File: src/rtl/pg_pkg.sv
package pg_pkg;
	// ==========================================
	// register map
	localparam logic [7:0] PG_ADDR_DIR_CONFIG = 8'haf;
	localparam logic [7:0] PG_ADDR_PIN_INPUT = 8'hcf;
	localparam logic [7:0] PG_ADDR_PIN_OUTPUT = 8'hef;
	localparam logic [7:0] PG_DIR_CONFIG_RESET = 8'h00;
	localparam logic [7:0] PG_PIN_INPUT_RESET = 8'hff;
	localparam logic [7:0] PG_PIN_OUTPUT_RESET = 8'h00;
	localparam logic [7:0] PG_UNMAPPED_READ = 8'h00;
	// ==========================================
	// alternate-function pin positions
	localparam int PG_PIN_INT = 6;
	localparam int PG_PIN_WRH = 7;
	// ==========================================
	// host interface modes
	localparam logic [1:0] PG_MODE_MUX8 = 2'h0;
	localparam logic [1:0] PG_MODE_MUX16 = 2'h1;
	// ==========================================
	// bus timing: ready held low this long after each strobe
	localparam int PG_CLK_PERIOD_PS = 4000;
	localparam int PG_WAIT_TIME_PS = 8000;
	localparam int PG_WAIT_CYCLES = (PG_WAIT_TIME_PS + PG_CLK_PERIOD_PS - 1) / PG_CLK_PERIOD_PS;
	// ==========================================
	// bus cycle state
	typedef enum logic [0:0] {
		PG_BUS_IDLE = 1'b0,
		PG_BUS_WAIT = 1'b1
	} pg_bus_state_type;
endpackage

File: src/rtl/pg_sync.sv
`timescale 1ns/1ps
// ==========================================
// two-stage synchroniser, one per bit
module pg_sync #(
	parameter int WIDTH = 8,
	parameter logic [WIDTH-1:0] RESET_VALUE = '1
) (
	input wire logic clock,
	input wire logic rst,
	input wire logic [WIDTH-1:0] async_in,
	output logic [WIDTH-1:0] sync_out
);
	logic [WIDTH-1:0] meta_reg;
	logic [WIDTH-1:0] sync_reg;

	// first stage feeds only the second
	always_ff @(posedge clock or posedge rst) begin
		if (rst) begin
			meta_reg <= RESET_VALUE;
			sync_reg <= RESET_VALUE;
		end else begin
			meta_reg <= async_in;
			sync_reg <= meta_reg;
		end
	end

	assign sync_out = sync_reg;
endmodule

File: src/rtl/pg_port.sv
`timescale 1ns/1ps
module pg_port
	import pg_pkg::*;
#(
	parameter int WIDTH = 8,
	parameter int WAIT_CYCLES = PG_WAIT_CYCLES
) (
	input wire logic clock,
	input wire logic rst,
	input wire logic [1:0] host_mode,
	input wire logic cs_n,
	input wire logic [7:0] address,
	input wire logic rd_n,
	input wire logic wr_n,
	input wire logic [WIDTH-1:0] data_in,
	output logic [WIDTH-1:0] data_out,
	output logic data_oe,
	output logic ready_out,
	output logic ready_oe,
	input wire logic int_alt_en,
	input wire logic int_request,
	input wire logic [WIDTH-1:0] pin_in,
	output logic [WIDTH-1:0] pin_out,
	output logic [WIDTH-1:0] pin_oe,
	output logic [WIDTH-1:0] pin_pullup
);
	// ==========================================
	// elaboration checks
	generate
		if (WIDTH != 8) begin : g_bad_width
			$error("pg_port supports an eight-bit port only");
		end
		if (WAIT_CYCLES < 1 || WAIT_CYCLES > 255) begin : g_bad_wait
			$error("pg_port wait count must be 1 to 255");
		end
	endgenerate

	localparam logic [7:0] WAIT_LAST = 8'(WAIT_CYCLES - 1);

	// ==========================================
	// registers
	logic [WIDTH-1:0] dir_config_reg;
	logic [WIDTH-1:0] pin_output_reg;
	logic configured_reg;
	logic rd_n_prev_reg;
	logic wr_n_prev_reg;
	pg_bus_state_type state_reg;
	pg_bus_state_type state_next;
	logic [7:0] wait_count_reg;
	logic [7:0] wait_count_next;
	logic [WIDTH-1:0] data_out_reg;
	logic data_oe_reg;
	logic ready_oe_reg;
	logic [WIDTH-1:0] pin_out_reg;
	logic [WIDTH-1:0] pin_oe_reg;
	logic [WIDTH-1:0] pin_pullup_reg;
	logic [WIDTH-1:0] pin_sync;

	// ==========================================
	// pin input synchronisation
	pg_sync #(
		.WIDTH(WIDTH),
		.RESET_VALUE(PG_PIN_INPUT_RESET)
	) u_pin_sync (
		.clock(clock),
		.rst(rst),
		.async_in(pin_in),
		.sync_out(pin_sync)
	);

	// ==========================================
	// bus decode
	wire bus_mode_ok = (host_mode == PG_MODE_MUX8) || (host_mode == PG_MODE_MUX16);
	wire selected = bus_mode_ok && !cs_n;
	wire rd_start = selected && !rd_n && rd_n_prev_reg;
	wire wr_start = selected && !wr_n && wr_n_prev_reg;
	wire rd_active = selected && !rd_n;
	wire hit_dir = address == PG_ADDR_DIR_CONFIG;
	wire hit_in = address == PG_ADDR_PIN_INPUT;
	wire hit_out = address == PG_ADDR_PIN_OUTPUT;
	wire wr_dir = wr_start && hit_dir;
	wire wr_out = wr_start && hit_out;

	// read data selection; unmapped addresses return zero
	wire [WIDTH-1:0] read_mux =
		hit_dir ? dir_config_reg :
		hit_in ? pin_sync :
		hit_out ? pin_output_reg :
		PG_UNMAPPED_READ;

	// ==========================================
	// pin drive selection
	wire pin7_alt = host_mode == PG_MODE_MUX16;
	wire pin6_alt = int_alt_en;
	logic [WIDTH-1:0] pin_out_next;
	logic [WIDTH-1:0] pin_oe_next;
	logic [WIDTH-1:0] pin_pullup_next;

	genvar i;
	generate
		for (i = 0; i < WIDTH; i++) begin : g_pin
			// alternate functions override the register-driven enable, the interrupt pin its level too; pull-ups still follow configured_reg
			wire is_int = (i == PG_PIN_INT) && pin6_alt;
			wire is_wrh = (i == PG_PIN_WRH) && pin7_alt;
			// interrupt is open drain: drive low only while requested
			assign pin_out_next[i] = is_int ? 1'b0 : pin_output_reg[i];
			assign pin_oe_next[i] = is_int ? int_request :
				is_wrh ? 1'b0 :
				(configured_reg && dir_config_reg[i]);
			assign pin_pullup_next[i] = !configured_reg;
		end
	endgenerate

	// ==========================================
	// configuration registers
	always_ff @(posedge clock or posedge rst) begin
		if (rst) begin
			dir_config_reg <= PG_DIR_CONFIG_RESET;
			pin_output_reg <= PG_PIN_OUTPUT_RESET;
			configured_reg <= 1'b0;
		end else begin
			if (wr_dir) begin
				dir_config_reg <= data_in;
				configured_reg <= 1'b1;
			end
			if (wr_out) begin
				pin_output_reg <= data_in;
			end
		end
	end

	// ==========================================
	// strobe history for edge detection
	always_ff @(posedge clock or posedge rst) begin
		if (rst) begin
			rd_n_prev_reg <= 1'b1;
			wr_n_prev_reg <= 1'b1;
		end else begin
			rd_n_prev_reg <= rd_n;
			wr_n_prev_reg <= wr_n;
		end
	end

	// ==========================================
	// ready sequencing: hold ready low for a fixed wait after each strobe
	always_comb begin
		state_next = state_reg;
		wait_count_next = wait_count_reg;
		unique case (state_reg)
			PG_BUS_IDLE: begin
				if (rd_start || wr_start) begin
					state_next = PG_BUS_WAIT;
					wait_count_next = 8'h00;
				end
			end
			PG_BUS_WAIT: begin
				if (wait_count_reg == WAIT_LAST) begin
					state_next = PG_BUS_IDLE;
				end else begin
					wait_count_next = wait_count_reg + 8'h01;
				end
			end
		endcase
	end

	always_ff @(posedge clock or posedge rst) begin
		if (rst) begin
			state_reg <= PG_BUS_IDLE;
			wait_count_reg <= 8'h00;
		end else begin
			state_reg <= state_next;
			wait_count_reg <= wait_count_next;
		end
	end

	// ==========================================
	// output flops; ready pulls low only, the board pull-up gives the high
	always_ff @(posedge clock or posedge rst) begin
		if (rst) begin
			ready_oe_reg <= 1'b0;
			data_out_reg <= '0;
			data_oe_reg <= 1'b0;
			pin_out_reg <= PG_PIN_OUTPUT_RESET;
			pin_oe_reg <= '0;
			pin_pullup_reg <= '1;
		end else begin
			ready_oe_reg <= bus_mode_ok && (state_next == PG_BUS_WAIT);
			data_out_reg <= read_mux;
			data_oe_reg <= rd_active;
			pin_out_reg <= pin_out_next;
			pin_oe_reg <= pin_oe_next;
			pin_pullup_reg <= pin_pullup_next;
		end
	end

	assign data_out = data_out_reg;
	assign data_oe = data_oe_reg;
	assign ready_out = 1'b0 & ready_oe_reg;
	assign ready_oe = ready_oe_reg;
	assign pin_out = pin_out_reg;
	assign pin_oe = pin_oe_reg;
	assign pin_pullup = pin_pullup_reg;
endmodule

File: config.mk
export PLATFORM = sky130hd
export DESIGN_NAME = pg_port
export DESIGN_NICKNAME = d
export VERILOG_FILES = /design/src/rtl/pg_pkg.sv /design/src/rtl/pg_sync.sv /design/src/rtl/pg_port.sv
export SDC_FILE = /design/constraint.sdc
export NUM_CORES = 1
export LEC_CHECK = 0
export BUFFER_PORTS_ARGS = -buffer_cell sky130_fd_sc_hd__buf_2
export CAP_MARGIN = 20
export CORE_UTILIZATION = 40
export DETAILED_ROUTE_END_ITERATION = 10
export GPL_ROUTABILITY_DRIVEN = 0
export PLACE_DENSITY = 0.67
export REMOVE_ABC_BUFFERS = 1
export SLEW_MARGIN = 20
export SYNTH_ARGS = -nofsm -noshare
export SYNTH_HDL_FRONTEND = slang
export SYNTH_SLANG_ARGS = --single-unit
File: constraint.sdc
create_clock -name clock -period 3.7 [get_ports clock]
set_input_delay 0 -clock clock [delete_from_list [all_inputs] [get_ports clock]]
set_output_delay 0 -clock clock [all_outputs]
set_load 0.01 [all_outputs]
# ---- Yosys cells after proc, flatten, opt, wreduce, memory -nomap -nowiden
# Index checks and enable logic that the tools add are counted.
dict set report totals {
  regBits 71
  inputBits 33
  out_inout_bits 35
  elab_cells 60
}
dict set report classes {
  addsub 1
  eq_ne 7
  mux 12
  n_bitwise 1
  reduce_logical 24
}
# op n
set op_table {}
lappend op_table {{$mux W8} 5}
lappend op_table {{$eq A8 B8 Y1 const B} 3}
lappend op_table {{$logic_and A1 B1 Y1} 16}
lappend op_table {{$pmux W8 S2} 1}
lappend op_table {{$add A8 B1 Y8 const B} 1}
lappend op_table {{$eq A8 B1 Y1 const B} 1}
lappend op_table {{$mux W1} 5}
lappend op_table {{$logic_not A1 Y1} 4}
lappend op_table {{$ne A2 B2 Y1 const B} 2}
lappend op_table {{$eq A2 B1 Y1 const B} 1}
lappend op_table {{$logic_not A2 Y1} 1}
lappend op_table {{$logic_or A1 B1 Y1} 2}
lappend op_table {{$pmux W1 S2} 1}
lappend op_table {{$reduce_and A2 Y1} 1}
lappend op_table {{$not A1 Y1} 1}

# ---- Logic depth before layout (Yosys ltp)
dict set report logic_depth {
  word_depth 9
  mapped_depth 6
  mapped_depth_nobuf 6
}

# ---- Modules after synthesis
# From an unflattened synthesis, not the netlist that was laid out.
dict set report unflattened {
  cells_unflattened 186
  area_unflattened_um2 2688.8
}
# mod instances cells_per_inst area_each_um2 seq_area_each_um2
set by_module_without_submodules {}
lappend by_module_without_submodules {pg_port 1 169 2264.7 1380.1}
lappend by_module_without_submodules {pg_sync 1 17 424.2 420.4}

# ---- Worst setup path before layout
# OpenSTA, ideal clock, no wires.
dict set report synth_path {
  path_kind {register to register}
  start {register wr_n_prev_reg}
  end {register pin_output_reg[0]}
  setup_time_ns 0.125
  arrival_ns 1.569
  required_ns 3.575
  slack_ns 2.006
  stages_incl_launch_ff 6
  n_path_buf 1
  synth_period_minus_slack_ns 1.694
  path_cell_list {dfstp_2 -> nor2b_1 -> and3_1 -> or3b_1 -> buf_6 -> mux2_4}
}
dict set report synth_between {
  elab_chain_len 2
}
# item line_no
set synth_lines {}
lappend synth_lines {{start: declaration} pg_port.sv:46} ;# logic wr_n_prev_reg;
lappend synth_lines {{start signal: assignment} pg_port.sv:140} ;# wr_n_prev_reg <= wr_n;
lappend synth_lines {{$logic_and A1 B1 Y1} pg_port.sv:76} ;# wire wr_start = selected && !wr_n && wr_n_prev_reg;
lappend synth_lines {{$logic_and A1 B1 Y1} pg_port.sv:82} ;# wire wr_out = wr_start && hit_out;
lappend synth_lines {{end signal: assignment} pg_port.sv:127} ;# pin_output_reg <= data_in;
lappend synth_lines {{end: declaration} pg_port.sv:43} ;# logic [WIDTH-1:0] pin_output_reg;
# Every way passes these cells.
# A chain may end at the register's enable or synchronous reset.

# ---- Worst setup path in the final report
dict set report layout_path {
  start {register wait_count_reg[0]}
  end {register ready_oe_reg, in the netlist ready_oe}
}
dict set report layout_between {
  elab_chain_len 4
}
# item line_no
set layout_lines {}
lappend layout_lines {{start: declaration} pg_port.sv:49} ;# logic [7:0] wait_count_reg;
lappend layout_lines {{start signal: assignment} pg_port.sv:172} ;# wait_count_reg <= wait_count_next;
lappend layout_lines {{$eq A8 B1 Y1} pg_port.sv:157} ;# if (wait_count_reg == WAIT_LAST) begin
lappend layout_lines {{$mux W1} pg_port.sv:157}
lappend layout_lines {{$pmux W1 S2} pg_port.sv:149} ;# unique case (state_reg)
lappend layout_lines {{via state_next} pg_port.sv:48} ;# pg_bus_state_type state_next;
lappend layout_lines {{$logic_and A1 B1 Y1} pg_port.sv:187} ;# ready_oe_reg <= bus_mode_ok && (state_next == PG_BUS_WAIT);
lappend layout_lines {{end signal: assignment} pg_port.sv:187}
lappend layout_lines {{end: declaration} pg_port.sv:53} ;# logic ready_oe_reg;
# The timed path passes the listed nets, and every way through them passes these cells.

==> metrics.md <==
| Metric | Value |
|---|---|
| Detail Placement HPWL | 3330 µm |
| Static leakage | about 1.8 nW |
| Final Skew | 0.0131 ns |
| Worst-skew pair later-pin latency | about 0.35 ns |
| Final Setup Violations | 0 |
| Ys Warns | 0 |
| Grt total ovfl | 0 |
| Final count of pins violating max slew | 0 |
| Cell row count | 29 |
| # fillers | ~540 |
| NetSw | 0.463 mW |
| Delay-heaviest family, CP | simple AND/OR/NAND/NOR gates |
| Flop pwr share | 52.2% |
| Comb pwr share | 12.1% |
| PwrDens | 499 nW/µm² |
| Minimum clock period | 1.92 ns |
| H-tree lvl count | 3 |
| Critical path buffer and inverter count | 0 |
| Sequential share of the synthesized area | about two thirds |
| Commonest non-fill, non-tap cells in the layout | 66 x buf_2, 52 x dfrtp_1, 29 x dlygate4sd3_1, 19 x dfstp_2 |
| Crit path kind | reg2reg |
| Max-cap violation count | 0 |
| Final hold vios | 0 |
| Post-Syn Instances | 190 |
| Core footprint | 6420 µm² |
| Die W | 84.2 µm |
| Antenna violations before repair | 0 |
| Syn_area_per_cell | 14.2 µm² |
| Result of the run | complete, but fails checks |
| Post-CTS Setup Inserts | 0 |
| Antenna cells | 0 |
| Vert. Die Dim | 84.2 µm |
| Worst endpoint required time | 3.94 ns |
| Commonest non-fill, non-tap cell in the layout | buf_2 |
| Initial DRC count | 113 |
| Crit path arrival time | 2.16 ns |
| Ports | 68 |
| Number of buffers created by CTS | 9 |
| Routed Antenna Nets | 0 |
| Critical-path cell list | ha_1 -> or4b_1 -> nor4_2 -> mux2i_1 -> and2_1 |
| Layout cells sized above 1 | about 45% |
| Clock sinks | 71 |
| CP Capture Type | flip-flop |
| Hold_ws | ~0.049 ns |
| CTS Buffer Depth | 2 |
| Register bit total from synthesis | 71 |
| Switching Share | 26.2% |
| Vias/cell | around 4.7 |
| Clock share of power | 35.7% |
| Failing checks | design-rule violations |
| Die footprint | 7090 µm² |
| First-pass GRT wire length | 7950 µm |
| I/O Buffers | 66 |
| Nets | 319 |
| Vias in the first global route | 1647 |
| Root Driver | clkbuf_8 |
| Initial Util | 42.1% |
| CP max-delay cell | dfrtp_1 |
| Drt pass-1 iters | 7 |
| Worst vdd ir | about 0.28 mV |
| Wire length per cell | 13.7 µm |
| Total routed wirelength | 5020 µm |
| Total GRT Usage | 15.3% |
| Yosys cell types | 37 |
| TNS Setup | 0 ns |
| Crit Path Max Fanout | 6 |
| Slew headroom | about 46% |
| Tightest Pin Transition | between 0.8 and 0.9 ns |
| Tcrit/Tclk final | 51.8% |
| Crit path largest cell delay | 0.48 ns |
| Int Pwr | ~1.3 mW |
| Vias post-DR | 1734 |
| Clk pin slew, worst setup/hold paths | 0.07 ns |
| DRC Markers | 10 |
| CTS tree | yes |
| RSZ-0062 raised after global routing | no |
| FMAX | around 520 MHz |
| Area Overhead vs Synth | 31.2% |
| Pin count of the biggest net entering global routing | 43 |
| Cell Area, Synth | 2700 µm² |
| Tightest Hold Check Type | in2reg |
| Crit path launch type | flip-flop |
==> cell families (layout without fill, tap and decap cells) <==
| family | Yosys count | count (layout) | synth area share [%] |
|---|---|---|---|
| buf+inv | 18 | 117 | 3.98 |
| compound gates | 17 | 17 | 4.31 |
| mux | 27 | 27 | 12.2 |
| fa+ha+maj | 2 | 2 | 0.926 |
| simple gates | 51 | 51 | 10.8 |
| flops | 71 | 71 | 66.6 |
| other cells | 1 | 1 | 0.139 |
| xor+xnor | 3 | 3 | 0.972 |
==> worst register-to-register path: cells and delay by family (launching register included) <==
| family | cells | cell delay [ns] |
|---|---|---|
| adder cells (fa/ha/maj) | 1 | 0.18 |
| multiplexers | 1 | 0.22 |
| flip-flops | 1 | 0.48 |
| AND/OR/NAND/NOR | 3 | 0.93 |
==> power groups by stage <==
stage / Sequential (mW) / Combinational (mW) / Clock, mW
global route: 0.930 / 0.244 / 0.676
CTS: 0.919 / 0.217 / 0.648
finish: 0.923 / 0.214 / 0.632
floorplan: 0.917 / 0.132 / 0
detailed placement: 0.932 / 0.195 / 0
global placement: 0.928 / 0.187 / 0
==> per-stage QoR <==
stage	std cells	area, µm²	worst slack (ns)	power (mW)	util, %
2_1_floorplan	177	2610	1.92	1.05	-
3_3_place_gp	321	3050	1.83	1.11	47.5
3_5_place_dp	321	3050	1.81	1.13	47.5
4_1_cts	366	3550	1.79	1.78	55.2
5_1_grt	366	3550	1.65	1.85	55.2
6_report	366	3550	1.78	1.77	55.2
==> repair_timing <==
item | CTS | global route
resized for setup | 0 | 0
hold endpoints to repair | 75 | 0
setup endpoints to repair | 0 | 0
hold buffers | 29 | 0
==> synthesized netlist by cell type <==
library cell	instances	area, µm²
and4b_1	1	10.0
or3b_1	1	8.76
a22oi_1	8	60.1
nor3b_4	1	18.8
inv_1	5	18.8
conb_1	1	3.75
o21ai_0	4	20.0
dfrtp_1	52	1300
o211ai_1	1	7.51
mux2_2	16	180
a21oi_1	1	5.00
nor4_2	1	12.5
dfstp_2	19	499
xnor2_1	3	26.3
nor2_1	16	60.1
o22ai_1	1	6.26
or2_2	1	6.26
ha_1	2	25.0
and3_1	1	6.26
nand2b_1	1	6.26
buf_6	1	11.3
nand3_1	4	20.0
mux2_4	8	120
a22o_1	1	8.76
and2_1	7	43.8
nand2_1	7	26.3
a211o_1	1	8.76
nor3_1	3	15.0
nand4_1	1	6.26
buf_2	1	5.00
or4b_1	1	10.0
clkbuf_2	1	5.00
clkbuf_1	2	7.51
buf_4	8	60.1
nor2b_1	4	25.0
mux2i_1	3	30.0
nand3_4	1	17.5
==> routing by layer <==
metal  GRT usage [%]  share of wire, %
met1            19.9                46
met2            22.1                46
met3            5.60               5.9
met4            8.62               2.7
met5               0                 0
==> final cells by class <==
type	count	area [µm²]	area share (%)
clock inverters	4	52.6	1.48
multi-input cells	101	795	22.4
clock buffers	12	155	4.38
flip-flops and latches	71	1800	50.8
well taps	77	96.3	2.72
inverters	5	18.8	0.529
repair buffers	96	628	17.7
==> final timing paths <==
check                                  startpoint                      to  slack (ns)  cells past startpoint
min reg2reg                u_pin_sync.meta_reg[3]  u_pin_sync.sync_out[3]        0.36                      0
max reg2reg                     wait_count_reg[0]                ready_oe        1.78                      5
max                             wait_count_reg[0]                ready_oe        1.78                      5
max in group asynchronous                     rst           rd_n_prev_reg        2.40                      4
min                                    address[5]             data_out[4]        0.05                      3
min in group asynchronous                     rst               pin_oe[2]        0.36                      3
Note: power is estimated with default switching activity, not from simulation.
